[config.mk]
export PLATFORM = sky130hd
export DESIGN_NAME = usart_sync_master_tx_addr_detect
export DESIGN_NICKNAME = d
export VERILOG_FILES = /design/src/usart_pkg.sv /design/src/usart_sync_master_tx_addr_detect.sv
export VERILOG_INCLUDE_DIRS = /design/src
export SDC_FILE = /design/constraint.sdc
export NUM_CORES = 1
export LEC_CHECK = 0
export BUFFER_PORTS_ARGS = -buffer_cell sky130_fd_sc_hd__buf_2
export CAP_MARGIN = 20
export CORE_MARGIN = 2
export CORE_UTILIZATION = 54
export DETAILED_ROUTE_END_ITERATION = 10
export PLACE_DENSITY = 0.84
export SLEW_MARGIN = 20
export SYNTH_ARGS = -nofsm -noshare
export SYNTH_HDL_FRONTEND = slang
export SYNTH_SLANG_ARGS = --single-unit
[constraint.sdc]
create_clock -name i_mclk -period 3.2 [get_ports i_mclk]
set_clock_uncertainty 0.2 [all_clocks]
set_input_delay 0.16 -clock i_mclk [delete_from_list [all_inputs] [get_ports i_mclk]]
set_output_delay 0.16 -clock i_mclk [all_outputs]
set_load 0.01 [all_outputs]
[src/usart_params.svh]
`ifndef USART_PARAMS_SVH
`define USART_PARAMS_SVH

// Register indices; byte address is four times the index.
`define IDX_IRQ_FLAGS   8'h0c
`define IDX_RX_CTRL     8'h18
`define IDX_TX_BUF      8'h19
`define IDX_RX_BUF      8'h1a
`define IDX_IRQ_EN      8'h8c
`define IDX_TX_CTRL     8'h98
`define IDX_BAUD_DIV    8'h99
`define IDX_UNMAPPED    8'hff

// Field positions.
`define PIR_RX_FLAG     5
`define PIR_TX_FLAG     4
`define RCS_SERIAL_PORT_ENABLE        7
`define RCS_RX9         6
`define RCS_SINGLE_RECEIVE_ENABLE        5
`define RCS_CONTINUOUS_RECEIVE_ENABLE        4
`define RCS_ADDRESS_DETECT_ENABLE       3
`define RCS_FRAMING_ERROR        2
`define RCS_OVERRUN_ERROR        1
`define RCS_RECEIVE_NINTH_BIT        0
`define TXS_MASTER_CLOCK_SELECT        7
`define TXS_TX9         6
`define TXS_TRANSMIT_ENABLE        5
`define TXS_SYNC        4
`define TXS_HIGH_SPEED_BAUD        2
`define TXS_SHIFT_REGISTER_EMPTY        1
`define TXS_TRANSMIT_NINTH_BIT        0

// Reset values.
`define RST_TX_CTRL     8'h02
`define RST_ZERO        8'h00

// Word lengths in bits.
`define BITS_EIGHT      4'h8
`define BITS_NINE       4'h9

`endif

[src/usart_pkg.sv]
package usart_pkg;

	typedef enum logic {
		BUS_IDLE    = 1'b0,
		BUS_RD_WAIT = 1'b1
	} bus_state_t;

	typedef struct packed {
		logic       framing_error;
		logic       bit8;
		logic [7:0] data;
	} rx_entry_t;

	typedef struct packed {
		bus_state_t     bus;
		logic           hready;
		logic           wr_pend;
		logic [7:0]     idx;
		logic [31:0]    hrdata;
		logic           serial_port_enable;
		logic           rx9;
		logic           single_receive_enable;
		logic           continuous_receive_enable;
		logic           address_detect_enable;
		logic           overrun_error;
		logic           master_clock_select;
		logic           tx9;
		logic           transmit_enable;
		logic           sync;
		logic           high_speed_baud;
		logic           transmit_ninth_bit;
		logic [7:0]     irq_en;
		logic [7:0]     baud_div;
		logic [7:0]     txbuf;
		logic           txbuf_full;
		logic           transmit_flag;
		logic [8:0]     transmit_shifter;
		logic [3:0]     bits_left;
		logic           tsr_full;
		logic [7:0]     brg_cnt;
		logic           ck;
		logic           ck_oe;
		logic           dt;
		logic           dt_oe;
		logic           irq;
		rx_entry_t [1:0] fifo;
		logic [1:0]     rx_cnt;
	} state_t;

endpackage : usart_pkg

[src/usart_sync_master_tx_addr_detect.sv]
// Behaviour
// - Nine-bit address detect discards words whose ninth bit is zero.
// - Nine-bit address detect loads words with ninth bit one, raising receive flag.
// - Software clears address detect once addressed; then all words load.
// - Receive flag marks a buffered word; interrupt only when its enable set.
// - Synchronous mode is half duplex; transmit and receive exclude each other.
// - Sync select picks synchronous mode; port enable gives pins to the port.
// - Master clock select makes the block drive the shift clock.
// - Shifter reloads only after its last bit, and only from full buffer.
// - Buffer to shifter move takes one cycle, empties buffer, sets transmit flag.
// - Transmit flag ignores its enable and writes; clears on buffer write.
// - Shift register empty bit is read-only status with no interrupt.
// - Transmit enable permits; first bit on next rising clock edge.
// - Baud generator held reset with all enables clear; transmit enable starts it.
// - Buffer loaded before transmit enable starts as soon as enable sets.
// - Write to empty shifter moves at once; words go back to back.
// - Clearing transmit enable aborts, resets transmitter, floats data; clock floats too unless a receive enable is set.
// - Receive enable during transmit floats data; master clock stays; state kept.
// - Single reception clears its enable, then transmission resumes driving data.
// - Ninth transmit bit is captured when the word enters the shifter.
// - Receive buffer is a two-entry FIFO holding ninth bit and framing error.
// - Third word into full FIFO sets overrun, is lost, blocks until cleared.
`timescale 1ns/1ps

`include "usart_params.svh"

module usart_sync_master_tx_addr_detect
	import usart_pkg::*;
#(
	parameter int RX_DEPTH = 2
) (
	input  wire logic        i_mclk,     // Core clock, 40 MHz.
	input  wire logic        i_rst_n,    // Synchronous reset, active low.
	input  wire logic        i_hsel,     // AHB-Lite slave select.
	input  wire logic [31:0] i_haddr,    // AHB-Lite byte address.
	input  wire logic [1:0]  i_htrans,   // AHB-Lite transfer type.
	input  wire logic        i_hwrite,   // AHB-Lite write strobe.
	input  wire logic [2:0]  i_hsize,    // AHB-Lite size, words only.
	input  wire logic [31:0] i_hwdata,   // AHB-Lite write data.
	input  wire logic        i_hready,   // AHB-Lite bus ready.
	output logic      [31:0] o_hrdata,   // AHB-Lite read data.
	output logic             o_hreadyout, // AHB-Lite slave ready.
	output logic             o_hresp,    // AHB-Lite response, always OKAY.
	input  wire logic        i_rx_valid, // Receiver finished a word, one cycle.
	input  wire logic [7:0]  i_rx_data,  // Received byte.
	input  wire logic        i_rx_bit8,  // Received ninth bit.
	input  wire logic        i_rx_framing_error,  // Received framing error.
	output logic             o_ck,       // Shift clock line output.
	output logic             o_ck_oe,    // Shift clock line drive enable.
	output logic             o_dt,       // Shift data line output.
	output logic             o_dt_oe,    // Shift data line drive enable.
	output logic             o_irq       // Interrupt request, active high.
);

	if (RX_DEPTH != 2) begin : g_depth_check
		$error("Only a two-entry receive FIFO is built.");
	end

	state_t s;
	state_t n;

	logic run;
	logic tick;
	logic master;
	logic rx_en;
	logic rise;
	logic tx_link;
	logic pop;
	logic rx_take;
	logic rx_filt;
	logic wr_tx;

	function automatic logic [7:0] read_mux(input state_t st, input logic [7:0] idx);
		logic [7:0] v;
		v = 8'h00;
		unique case (idx)
			`IDX_IRQ_FLAGS: begin
				v[`PIR_RX_FLAG] = (st.rx_cnt != 2'h0);
				v[`PIR_TX_FLAG] = st.transmit_flag;
			end
			`IDX_RX_CTRL:  v = {st.serial_port_enable, st.rx9, st.single_receive_enable, st.continuous_receive_enable, st.address_detect_enable,
				st.fifo[0].framing_error, st.overrun_error, st.fifo[0].bit8};
			`IDX_TX_BUF:   v = st.txbuf;
			`IDX_RX_BUF:   v = st.fifo[0].data;
			`IDX_IRQ_EN:   v = st.irq_en;
			`IDX_TX_CTRL:  v = {st.master_clock_select, st.tx9, st.transmit_enable, st.sync, 1'b0, st.high_speed_baud,
				~st.tsr_full, st.transmit_ninth_bit};
			`IDX_BAUD_DIV: v = st.baud_div;
			default:       v = 8'h00;
		endcase
		return v;
	endfunction : read_mux

	assign run     = s.transmit_enable | s.continuous_receive_enable | s.single_receive_enable;
	assign tick    = run && (s.brg_cnt == 8'h00);
	assign master  = s.serial_port_enable & s.sync & s.master_clock_select;
	assign rx_en   = s.continuous_receive_enable | s.single_receive_enable;
	assign rise    = tick & master & ~s.ck;
	assign tx_link = s.serial_port_enable & s.sync & s.transmit_enable & ~rx_en;
	assign pop     = (s.bus == BUS_RD_WAIT) && (s.idx == `IDX_RX_BUF) && (s.rx_cnt != 2'h0);
	assign rx_take = i_rx_valid & s.serial_port_enable & rx_en;
	assign rx_filt = s.rx9 & s.address_detect_enable & ~i_rx_bit8;
	assign wr_tx   = s.wr_pend && (s.idx == `IDX_TX_BUF);

	always_comb begin
		logic [3:0] wbits;
		logic       transmit_flag_set;
		logic [7:0] wd;
		n        = s;
		wbits    = s.tx9 ? `BITS_NINE : `BITS_EIGHT;
		transmit_flag_set = 1'b0;
		wd       = i_hwdata[7:0];

		// Baud generator: one tick per (divisor + 1) cycles, each tick is half a bit.
		if (!run || tick) begin
			n.brg_cnt = s.baud_div;
		end else begin
			n.brg_cnt = s.brg_cnt - 8'h01;
		end
		n.ck = master & run & (tick ? ~s.ck : s.ck);

		// Transmitter.
		if (!s.transmit_enable) begin
			n.tsr_full  = 1'b0;
			n.bits_left = 4'h0;
		end else if (!s.tsr_full) begin
			if (s.txbuf_full) begin
				n.transmit_shifter        = {s.tx9 & s.transmit_ninth_bit, s.txbuf};
				n.bits_left  = wbits;
				n.tsr_full   = 1'b1;
				n.txbuf_full = 1'b0;
				transmit_flag_set     = 1'b1;
			end
		end else if (rise && tx_link) begin
			if (s.bits_left != 4'h0) begin
				n.dt        = s.transmit_shifter[0];
				n.transmit_shifter       = {1'b0, s.transmit_shifter[8:1]};
				n.bits_left = s.bits_left - 4'h1;
			end else if (s.txbuf_full) begin
				// Reload on the edge that ends the last bit, so words leave with no gap.
				n.dt         = s.txbuf[0];
				n.transmit_shifter        = {1'b0, s.tx9 & s.transmit_ninth_bit, s.txbuf[7:1]};
				n.bits_left  = wbits - 4'h1;
				n.txbuf_full = 1'b0;
				transmit_flag_set     = 1'b1;
			end else begin
				n.tsr_full = 1'b0;
			end
		end
		n.dt_oe = tx_link;
		n.ck_oe = master & (s.transmit_enable | rx_en);

		// Receive FIFO, popped by a read of the receive buffer.
		if (pop) begin
			n.fifo[0] = s.fifo[1];
			n.rx_cnt  = s.rx_cnt - 2'h1;
		end
		if (!s.continuous_receive_enable) begin
			n.overrun_error = 1'b0;
		end
		if (rx_take) begin
			if (s.sync && s.single_receive_enable && !s.continuous_receive_enable) begin
				n.single_receive_enable = 1'b0;
			end
			if (!rx_filt && !s.overrun_error) begin
				if (n.rx_cnt == 2'h2) begin
					n.overrun_error = 1'b1;
				end else begin
					n.fifo[n.rx_cnt[0]] = '{framing_error: i_rx_framing_error, bit8: i_rx_bit8, data: i_rx_data};
					n.rx_cnt            = n.rx_cnt + 2'h1;
				end
			end
		end

		// Bus data phase.
		if (s.bus == BUS_RD_WAIT) begin
			n.hrdata = {24'h000000, read_mux(s, s.idx)};
			n.hready = 1'b1;
			n.bus    = BUS_IDLE;
		end
		if (s.wr_pend) begin
			n.wr_pend = 1'b0;
			unique case (s.idx)
				`IDX_RX_CTRL: begin
					n.serial_port_enable  = wd[`RCS_SERIAL_PORT_ENABLE];
					n.rx9   = wd[`RCS_RX9];
					n.single_receive_enable  = wd[`RCS_SINGLE_RECEIVE_ENABLE];
					n.continuous_receive_enable  = wd[`RCS_CONTINUOUS_RECEIVE_ENABLE];
					n.address_detect_enable = wd[`RCS_ADDRESS_DETECT_ENABLE];
				end
				`IDX_TX_BUF: begin
					n.txbuf      = wd;
					n.txbuf_full = 1'b1;
				end
				`IDX_IRQ_EN: n.irq_en = wd;
				`IDX_TX_CTRL: begin
					n.master_clock_select = wd[`TXS_MASTER_CLOCK_SELECT];
					n.tx9  = wd[`TXS_TX9];
					n.transmit_enable = wd[`TXS_TRANSMIT_ENABLE];
					n.sync = wd[`TXS_SYNC];
					n.high_speed_baud = wd[`TXS_HIGH_SPEED_BAUD];
					n.transmit_ninth_bit = wd[`TXS_TRANSMIT_NINTH_BIT];
					if (wd[`TXS_TRANSMIT_ENABLE] && !s.transmit_enable && !s.txbuf_full) begin
						transmit_flag_set = 1'b1;
					end
				end
				`IDX_BAUD_DIV: n.baud_div = wd;
				default: begin
					// Flags, receive buffer and unmapped words ignore writes.
				end
			endcase
		end
		if (transmit_flag_set) begin
			n.transmit_flag = 1'b1;
		end else if (wr_tx) begin
			n.transmit_flag = 1'b0;
		end

		// Bus address phase.
		if (i_hsel && i_htrans[1] && i_hready) begin
			if (i_haddr[31:10] == 22'h000000 && i_haddr[1:0] == 2'h0) begin
				n.idx = i_haddr[9:2];
			end else begin
				n.idx = `IDX_UNMAPPED;
			end
			if (i_hwrite) begin
				n.wr_pend = 1'b1;
			end else begin
				n.bus    = BUS_RD_WAIT;
				n.hready = 1'b0;
			end
		end

		n.irq = ((s.rx_cnt != 2'h0) & s.irq_en[`PIR_RX_FLAG]) |
			(s.transmit_flag & s.irq_en[`PIR_TX_FLAG]);
	end

	always_ff @(posedge i_mclk) begin
		if (!i_rst_n) begin
			s        <= '0;
			s.hready <= 1'b1;
		end else begin
			s <= n;
		end
	end

	assign o_hrdata    = s.hrdata;
	assign o_hreadyout = s.hready;
	assign o_hresp     = 1'b0;
	assign o_ck        = s.ck;
	assign o_ck_oe     = s.ck_oe;
	assign o_dt        = s.dt;
	assign o_dt_oe     = s.dt_oe;
	assign o_irq       = s.irq;
endmodule : usart_sync_master_tx_addr_detect

# After elaboration in Yosys (flattened, before gate mapping)

Index checks and enable logic that the tools add are counted.

Bits in registers: 106
Latch bits: 0
RAM bits: 0
Memory bits (read-only): 0
Input port bits: 85
Output and inout port bits: 39
Word-level logic and storage cells: 171
Memories: 0

Add/sub/neg operators: 5
Multipliers: 0
Div/mod/pow operators: 0
$lt $le $gt $ge: 2
Equal/unequal tests: 10
Shift-type cells: 0
Multiplexer cells: 50
Bitwise operators: 26
Reduce and logical (&&, ||, !) cells: 40

Operator list:

| operator                                                            | number |
|---|---|
| 12-bit 2-to-1 mux                                                   | 4 |
| 14-bit 2-to-1 mux                                                   | 3 |
| 1-bit 2-to-1 mux                                                    | 29 |
| 13-bit 2-to-1 mux                                                   | 2 |
| 8-bit by 5-bit == test with 1-bit output (second input constant)    | 3 |
| 8-bit == test (second input constant)                               | 3 |
| 4-bit case mux with 6 select lines                                  | 1 |
| 22-bit logical NOT                                                  | 1 |
| 20-bit bitwise mux                                                  | 1 |
| 1-bit AND                                                           | 16 |
| 8-bit 2-to-1 mux                                                    | 2 |
| 1-bit logical AND                                                   | 14 |
| 2-bit case mux with 7 select lines                                  | 1 |
| 2-bit AND reduction                                                 | 7 |
| 2-bit case mux with 6 select lines                                  | 1 |
| 11-bit 2-to-1 mux                                                   | 1 |
| 10-bit demux with 1-bit select                                      | 1 |
| 10-bit 2-to-1 mux                                                   | 1 |
| 8-bit by 4-bit == test with 1-bit output (second input constant)    | 1 |
| 8-bit logical NOT                                                   | 1 |
| 4-bit AND reduction                                                 | 2 |
| 2-bit nonzero test                                                  | 4 |
| 4-bit by 1-bit subtractor with 4-bit output (second input constant) | 2 |
| 8-bit by 1-bit subtractor with 8-bit output (second input constant) | 1 |
| other kinds (16)                                                    | 31 |

# Longest topological paths before layout

Gate-level depths: netlist of the first run.

Depth in word-level cells: 13
Depth in mapped cells: 12
Depth with buffers taken out: 9

# Least setup slack after synthesis of the first run

No wires, ideal clock.

Kind: flip-flop to flip-flop
From: register s[0] (netlist name)
To: register s[12] (netlist name)
Setup time: 0.072 ns
Arrival: 2.587 ns
Required time: 2.928 ns
Slack: 0.342 ns
Stages on the path, launching flop included: 12
Buffers on the path: 2
Clock period less this slack: 2.858 ns
Cells stage by stage: dfxtp_1 inv_1 ha_1 or4bb_1 nor3_1 buf_2 nor2_1 ha_1 nand4bb_1 o21ba_2 buf_4 mux2i_1

Cells in the longest elaborated chain, start to end: 8
Elaborated cells between the ends (all ways): 13
Classes of those cells: add/sub (1); order compare (2); eq/ne (1); mux (4); bitwise (1); reduce/logical (4)

Ends and longest elaborated chain:

| element                                                                                                                                 | RTL line                                | RTL |
|---|---|---|
| start, declared                                                                                                                         | usart_sync_master_tx_addr_detect.sv:59  | `state_t s;` |
| start signal, assigned                                                                                                                  | usart_sync_master_tx_addr_detect.sv:243 | `s <= n;` |
| parallel branches: the longest is 2 deep, another holds 2-bit by 1-bit subtractor with 2-bit output                                     | --                                      |  |
| 12-bit 2-to-1 mux (*)                                                                                                                   | usart_sync_master_tx_addr_detect.sv:154 | `if (pop) begin` |
| 1-bit by 2-bit less-than comparator with 1-bit output (not written as such) / 1-bit greater-or-equal comparator (equally long branches) | usart_sync_master_tx_addr_detect.sv:169 | `n.fifo[n.rx_cnt[0]] = '{framing_error: i_rx_framing_error, bit8: i_rx_bit8, data: i_rx_data};` |
| 1-bit logical AND (not written as such)                                                                                                 | usart_sync_master_tx_addr_detect.sv:169 |  |
| 10-bit 2-to-1 mux (not written as such)                                                                                                 | usart_sync_master_tx_addr_detect.sv:169 |  |
| 10-bit demux with 1-bit select                                                                                                          | usart_sync_master_tx_addr_detect.sv:169 |  |
| 20-bit bitwise mux                                                                                                                      | usart_sync_master_tx_addr_detect.sv:169 |  |

Mark *: on every way between the ends.
A chain may end at the register's enable or synchronous reset.

# Final worst setup path of the first run

From: register s[0] (netlist name)
To: register s[7] (netlist name)

Cells in the longest elaborated chain, start to end: 11
Elaborated cells between the ends (all ways): 14
Classes of those cells: add/sub (1); order compare (2); eq/ne (1); mux (7); reduce/logical (3)

Ends and longest elaborated chain:

| element                                                                                                                                 | RTL line                                | RTL |
|---|---|---|
| parallel branches: the longest is 2 deep, another holds 2-bit by 1-bit subtractor with 2-bit output                                     | --                                      |  |
| 12-bit 2-to-1 mux (*)                                                                                                                   | usart_sync_master_tx_addr_detect.sv:154 |  |
| 1-bit by 2-bit less-than comparator with 1-bit output (not written as such) / 1-bit greater-or-equal comparator (equally long branches) | usart_sync_master_tx_addr_detect.sv:169 |  |
| 1-bit logical AND (not written as such)                                                                                                 | usart_sync_master_tx_addr_detect.sv:169 |  |
| 10-bit 2-to-1 mux (not written as such)                                                                                                 | usart_sync_master_tx_addr_detect.sv:169 |  |
| 10-bit demux with 1-bit select                                                                                                          | usart_sync_master_tx_addr_detect.sv:169 |  |
| 20-bit bitwise mux                                                                                                                      | usart_sync_master_tx_addr_detect.sv:169 |  |
| 12-bit 2-to-1 mux                                                                                                                       | usart_sync_master_tx_addr_detect.sv:166 | `if (n.rx_cnt == 2'h2) begin` |
| 12-bit 2-to-1 mux                                                                                                                       | usart_sync_master_tx_addr_detect.sv:165 | `if (!rx_filt && !s.overrun_error) begin` |
| 12-bit 2-to-1 mux (*)                                                                                                                   | usart_sync_master_tx_addr_detect.sv:161 | `if (rx_take) begin` |

Marked as above.

==> results.sh, run 1 <==
export IMPL_rr_endpoint="s[7]$_SDFF_PN0_"
export IMPL_crit_type="register to register"
export IMPL_rsz0062_at_grt="no"
export IMPL_crit_buf_inv=1
export IMPL_hold_path_class="input pin to register"
export IMPL_layout_drive_gt1_share_pct=20.2
export IMPL_place_congestion=0.928
export IMPL_max_slew_worst_pin_slew_ps=730
export IMPL_setup_tns_ps=0
export IMPL_finalCriticalPeriod_ps=2960
export IMPL_wire_per_inst_um=16.6
export IMPL_critPathCaptureType="register"
export IMPL_fmax_mhz=337
export IMPL_drc_errors=0
export IMPL_r2r_cells=9
export IMPL_ff2ff_setup_slack_ps=240
export IMPL_n_fill_cell=795
export IMPL_met1Wirelength_mm=5.51
export IMPL_ys_seq_area_share_pct=39.7
export IMPL_ant_nets=0
export IMPL_synthTopCellsByArea="dfxtp_1 40%, mux2i_1 9.7%, buf_4 4.9%"
export IMPL_max_stage_delay_ps=520
export IMPL_via_count=4860
export IMPL_dr_pass1_iters=5
export IMPL_cts_tree="built"
export IMPL_cts_buffers=9
export IMPL_cp_common_cell="ha_1"
export IMPL_worst_slack_ps=236
export IMPL_place_ws_ps=280
export IMPL_finalSetupViolCount=0
export IMPL_synthCells=598
export IMPL_grt_antenna_before_repair=0
export IMPL_holdPathStages=5
export IMPL_register_area_mm2=0.00212
export IMPL_grt_pass1_wl_mm=22.3
export IMPL_wl_met3_um=936
export IMPL_cp_slowest_cell="or3_1"
export IMPL_antenna_cells=0
export IMPL_status="complete, no violations"
export IMPL_crit_required_ps=3300
export IMPL_die_area_mm2=0.0107
export IMPL_io_buffers=70
export IMPL_worst_ep_arrival_time_ps=3060
export IMPL_route_met2_wl_mm=6.85
export IMPL_crit_path_start_kind="register"
export IMPL_rows=36
export IMPL_grt_pass1_vias=4610
export IMPL_ys_flop_type="dfxtp_1"
export IMPL_fin_crit_sh_pct=92.6
export IMPL_finalNetCount=767
export IMPL_viasPerCell=5.96
export IMPL_hold_start="i_rx_valid"
export IMPL_io_pins=124
export IMPL_relSlewSlack_pct=51.3
export IMPL_syn_cell_area_mm2=0.00535
export IMPL_rr_startpoint="s[0]$_SDFF_PN0_"
export IMPL_root_buffer="clkbuf_8"
export IMPL_hold_violations=0
export IMPL_top_layer_used="met4"
export IMPL_max_vdd_ir_drop_mv=0.208
export IMPL_grt_total_usage_pct=25.1
export IMPL_multi_input_area_mm2=0.00287
export IMPL_initial_core_util_pct=55.2
export IMPL_avgSynthCellArea_um2=8.95
export IMPL_clock_path_buffers=2
export IMPL_clkSlewWorstSetupHoldPaths_ps=110
export IMPL_synth_cell_types=60
export IMPL_core_area_mm2=0.00968
export IMPL_grt_overflow_total=0
export IMPL_yosys_warnings=0
export IMPL_insertion_delay_ps=370
export IMPL_slew_violations=0
export IMPL_path_cells="inv_1, ha_1, or4bb_1, nor3_1, nor2_1, ha_1, nand4bb_1, or3_1, a21oi_1"
export IMPL_die_w_um=104
export IMPL_dpl_hpwl_mm=9.53
export IMPL_syn_to_final_growth_pct=15.1
export IMPL_grt_max_degree=38
export IMPL_async_flop_share_pct=0
export IMPL_die_h_um=104
export IMPL_synth_edf_count=0
export IMPL_yosysTopAreaCellShare_pct=39.7
export IMPL_power_density_mw_per_mm2=372
export IMPL_drt_iter0_drc=355
export IMPL_ys_ff_latch=106
export IMPL_synth_top_cell_by_area="dfxtp_1"
export IMPL_cts_sinks=106
export IMPL_p_leak_nw=2.39
export IMPL_holdPathEnd="s[84]$_SDFF_PN0_"
export IMPL_critPathMaxFanout=10
export IMPL_worst_path_stages=9
export IMPL_htree_levels=3
export IMPL_drv_cap=0
export IMPL_hold_ws_ps=98.5
export IMPL_cts_setup_buffers=0
export IMPL_cpLargestDelayFamily="simple AND/OR/NAND/NOR gates"
export IMPL_routed_wl_mm=13.5
layout make-up:
type                       instances  area share, %
sequential                       106           34.5
tap                              133           2.70
inverter                          12          0.731
timing repair buffer             117           12.6
clock inverter                     7          0.955
clock buffer                       9           2.01
multi-input combinational        431           46.6
what timing repair did:
| action | in CTS | in global routing |
|---|---|---|
| endpoints found under the setup margin | 0 | 3 |
| gates resized for setup | 0 | 1 |
| hold endpoints to repair | 66 | 0 |
| hold buffers | 28 | 0 |
routing by layer:
layer,vias up,global-route usage [%]
li1,2288,-
met1,2311,31.7
met2,233,43.8
met3,28,4.78
met4,0,6.95
met5,-,0
worst max path at each step:
stage	startpoint	end	slack (ps)
2_1_floorplan	s[0]$_SDFF_PN0_	s[12]$_SDFFE_PN0P_	340
4_1_cts	s[0]$_SDFF_PN0_	s[19]$_SDFFE_PN0P_	260
3_5_place_dp	s[0]$_SDFF_PN0_	s[16]$_SDFFE_PN0P_	280
3_3_place_gp	s[0]$_SDFF_PN0_	s[21]$_SDFFE_PN0P_	400
6_report	s[0]$_SDFF_PN0_	s[7]$_SDFF_PN0_	240
5_1_grt	s[1]$_SDFF_PN0_	s[7]$_SDFF_PN0_	20
stage by stage:
stage	total power (W)	cells	util, %	cell area (µm²)
after floorplan	0.00146	622	-	5440
after CTS	0.00230	815	63.5	6150
after global placement	0.00150	771	58.7	5690
after detailed placement	0.00150	771	58.7	5690
final	0.00229	815	63.6	6160
after global routing	0.00236	815	63.6	6160
tightest hold or removal path: stages:
cell,delay (ps)
buf_2,110
nand4b_1,100
nand2_1,90
mux2_4,140
nor2_2,30
cell families after synthesis:
logic type | synth area share [%]
adders and majority gates | 1.17
other | 0.0701
buffers and inverters | 8.58
and+or+nand+nor | 18.8
AOI/OAI and AO/OA | 18.0
xor gates and xnor gates | 0.982
muxes | 12.7
DFF | 39.7
cells in the mapped netlist (3+ instances only):
library cell,number
nand4_1,5
buf_2,7
a22oi_1,11
nor2_1,41
o41ai_1,12
xnor2_1,4
clkbuf_1,28
nand2b_1,6
or4_1,4
o221a_2,5
a221oi_1,9
mux2_2,9
o21ba_2,9
nand3b_1,3
a311oi_1,3
a31oi_1,8
nor4_1,7
a21oi_1,37
nand2_1,60
and3_1,5
buf_1,3
a211oi_1,17
nor3_1,8
buf_4,35
inv_1,12
mux2i_1,52
and2_1,3
or3_1,4
nor3b_1,3
and3b_1,3
ha_1,5
nand3_1,23
dfxtp_1,106
o21ai_0,19
report_power, final:
group          leakage (nW)  switching, W  internal (W)  total (W)
combinational          1.44     0.0000924     0.0000797   0.000172
sequential            0.855    0.00000651       0.00133    0.00133
clock                0.0925      0.000488      0.000297   0.000785
total                  2.39      0.000586       0.00170    0.00229
cells in the final DEF, fill, tap and decap left out, types with 9 or more instances in the layout:
cell	netlist	final
o41ai_1	12	12
buf_4	35	19
o21ai_0	19	19
conb_1	1	25
nand2_1	60	60
mux2i_1	52	52
dlygate4sd3_1	0	28
inv_1	12	12
a211oi_1	17	17
nand3_1	23	23
mux2_2	9	9
nor2_1	41	41
a221oi_1	9	9
a22oi_1	11	11
buf_2	7	70
clkbuf_8	0	9
dfxtp_1	106	106
a21oi_1	37	36
registers in the layout (all words and copies together) (netlist names):
signal / flops
s: 92
o_hrdata: 8
o_ck: 1
o_ck_oe: 1
o_dt: 1
o_dt_oe: 1
o_hreadyout: 1
o_irq: 1
No activity file was read; power rests on OpenSTA's default activity.
==> inputs of run 2 (changes only) <==
--- a/config.mk
+++ b/config.mk
@@ -11,7 +11,7 @@
 export CORE_MARGIN = 2
 export CORE_UTILIZATION = 54
 export DETAILED_ROUTE_END_ITERATION = 10
-export PLACE_DENSITY = 0.84
+export PLACE_DENSITY_LB_ADDON = 0.25
 export SLEW_MARGIN = 20
 export SYNTH_ARGS = -nofsm -noshare
 export SYNTH_HDL_FRONTEND = slang
==> run 2 against run 1 <==
  * Wire length hardly changed
  * Via count is 1.0% lower
  * Highest routed layer unchanged
  * Final area is 0.55% higher
  * Largest cell class unchanged
  * Largest power group unchanged
==> results.sh, run 2 (same netlist as run 1, synthesis figures left out) <==
export IMPL_status="complete, no violations"
export IMPL_io_pins=124
export IMPL_rr_startpoint="s[0]$_SDFF_PN0_"
export IMPL_die_w_um=104
export IMPL_critPathMaxFanout=10
export IMPL_die_h_um=104
export IMPL_htree_levels=3
export IMPL_via_count=4809
export IMPL_clkSlewWorstSetupHoldPaths_ps=90
export IMPL_p_sw_share_pct=22.5
export IMPL_p_switching_w=0.000548
export IMPL_ant_nets=0
export IMPL_top_layer_used="met4"
export IMPL_insertion_delay_ps=370
export IMPL_crit_path_start_kind="register"
export IMPL_register_area_mm2=0.00212
export IMPL_dr_pass1_iters=5
export IMPL_met1Wirelength_mm=5.71
export IMPL_p_clk_share_pct=38.3
export IMPL_cts_sinks=106
export IMPL_rows=36
export IMPL_top_register="s"
export IMPL_hold_violations=0
export IMPL_dpl_hpwl_mm=9.40
export IMPL_io_buffers=70
export IMPL_max_vdd_ir_drop_mv=0.296
export IMPL_grt_pass1_vias=4520
export IMPL_routed_wl_mm=13.5
export IMPL_wl_met3_um=882
export IMPL_hold_ws_ps=42.6
export IMPL_n_fill_cell=832
export IMPL_place_inst=772
export IMPL_worst_ep_arrival_time_ps=3010
export IMPL_drc_errors=0
export IMPL_syn_to_final_growth_pct=15.7
export IMPL_grt_pass1_wl_mm=21.9
export IMPL_slew_violations=0
export IMPL_worst_slack_ps=278
export IMPL_multi_input_area_mm2=0.00286
export IMPL_viasPerCell=5.90
export IMPL_clock_path_buffers=2
export IMPL_core_area_mm2=0.00968
export IMPL_grt_antenna_before_repair=0
export IMPL_mostFrequentLayoutCells="106 x dfxtp_1, 70 x buf_2, 60 x nand2_1"
export IMPL_largest_reg_flops=92
export IMPL_p_int_w=0.00189
export IMPL_finalNetCount=767
export IMPL_fin_crit_sh_pct=91.3
export IMPL_crit_required_ps=3290
export IMPL_finalCriticalPeriod_ps=2920
export IMPL_cts_tree="built"
export IMPL_place_ws_ps=322
export IMPL_final_common_cell="dfxtp_1"
export IMPL_place_congestion=0.854
export IMPL_wire_per_inst_um=16.6
export IMPL_finalSetupViolCount=0
export IMPL_instances_no_fill=815
export IMPL_die_area_mm2=0.0107
export IMPL_route_met2_wl_mm=6.65
export IMPL_relSlewSlack_pct=48.2
export IMPL_sequentialPowerShare_pct=54.7
export IMPL_drt_iter0_drc=354
export IMPL_grt_total_usage_pct=25.0
export IMPL_rsz0062_at_grt="no"
export IMPL_initial_core_util_pct=55.2
export IMPL_root_buffer="clkbuf_8"
export IMPL_critPathCaptureType="register"
export IMPL_hold_path_class="input pin to register"
export IMPL_cts_buffers=9
export IMPL_grt_overflow_total=0
export IMPL_pwr_share_comb_pct=7.0
export IMPL_hold_start="i_rx_valid"
export IMPL_max_slew_worst_pin_slew_ps=771
export IMPL_p_leak_nw=2.42
export IMPL_fmax_mhz=342
export IMPL_drv_cap=0
export IMPL_startpoint="s[0]$_SDFF_PN0_"
export IMPL_cts_setup_buffers=0
export IMPL_grt_max_degree=58
export IMPL_crit_type="register to register"
export IMPL_antenna_cells=0
export IMPL_layout_drive_gt1_share_pct=20.1
export IMPL_setup_tns_ps=0
export IMPL_power_density_mw_per_mm2=394
run 2: layer usage:
| metal | vias to the layer above | global-route usage, % |
|---|---|---|
| met2 | 198 | 41.7 |
| met5 | - | 0 |
| li1 | 2284 | - |
| met1 | 2301 | 33.1 |
| met4 | 0 | 7.92 |
| met3 | 26 | 4.59 |
run 2: final timing paths:
check,endpoint,slack [ps],cells past startpoint
setup / recovery,s[18]$_SDFFE_PN0P_,280,9
hold / removal,s[84]$_SDFF_PN0_,40,5
setup reg to reg,s[18]$_SDFFE_PN0P_,280,9
hold reg to reg,s[73]$_SDFFE_PN0P_,270,2
run 2: power groups by stage:
| stage | Clock (W) | Combinational (W) | Sequential [W] |
|---|---|---|---|
| after CTS | 0.000951 | 0.000169 | 0.00133 |
| after floorplan | 0 | 0.000101 | 0.00136 |
| after global routing | 0.000999 | 0.000186 | 0.00133 |
| after detailed placement | 0 | 0.000143 | 0.00136 |
| after global placement | 0 | 0.000140 | 0.00136 |
| final | 0.000933 | 0.000172 | 0.00133 |
run 2: layout make-up:
class | count | share of cell area [%]
clock buffer | 12 | 2.51
clock inverter | 4 | 1.19
inverter | 12 | 0.727
multi-input combinational | 431 | 46.2
sequential | 106 | 34.3
tap | 133 | 2.69
timing repair buffer | 117 | 12.4
run 2: timing repair:
action	4_1_cts	5_1_grt
resized for setup	0	0
endpoints found under the hold margin	65	0
endpoints found under the setup margin	0	0
hold buffers	27	0
run 2: through the flow:
stage / total power, W / instance area, µm² / util [%]
2_1_floorplan: 0.00146 / 5440 / -
3_3_place_gp: 0.00150 / 5690 / 58.8
3_5_place_dp: 0.00151 / 5690 / 58.8
4_1_cts: 0.00245 / 6190 / 63.9
5_1_grt: 0.00252 / 6190 / 63.9
6_report: 0.00244 / 6190 / 63.9
run 2: critical path, stage by stage (launching register included):
cell and delay [ps]:
dfxtp_1 330, inv_1 60, ha_1 230, or4bb_1 470, nor3_1 240, nor2_1 120, ha_1 230, nand4bb_1 220
o21ba_2 480, mux2i_1 260
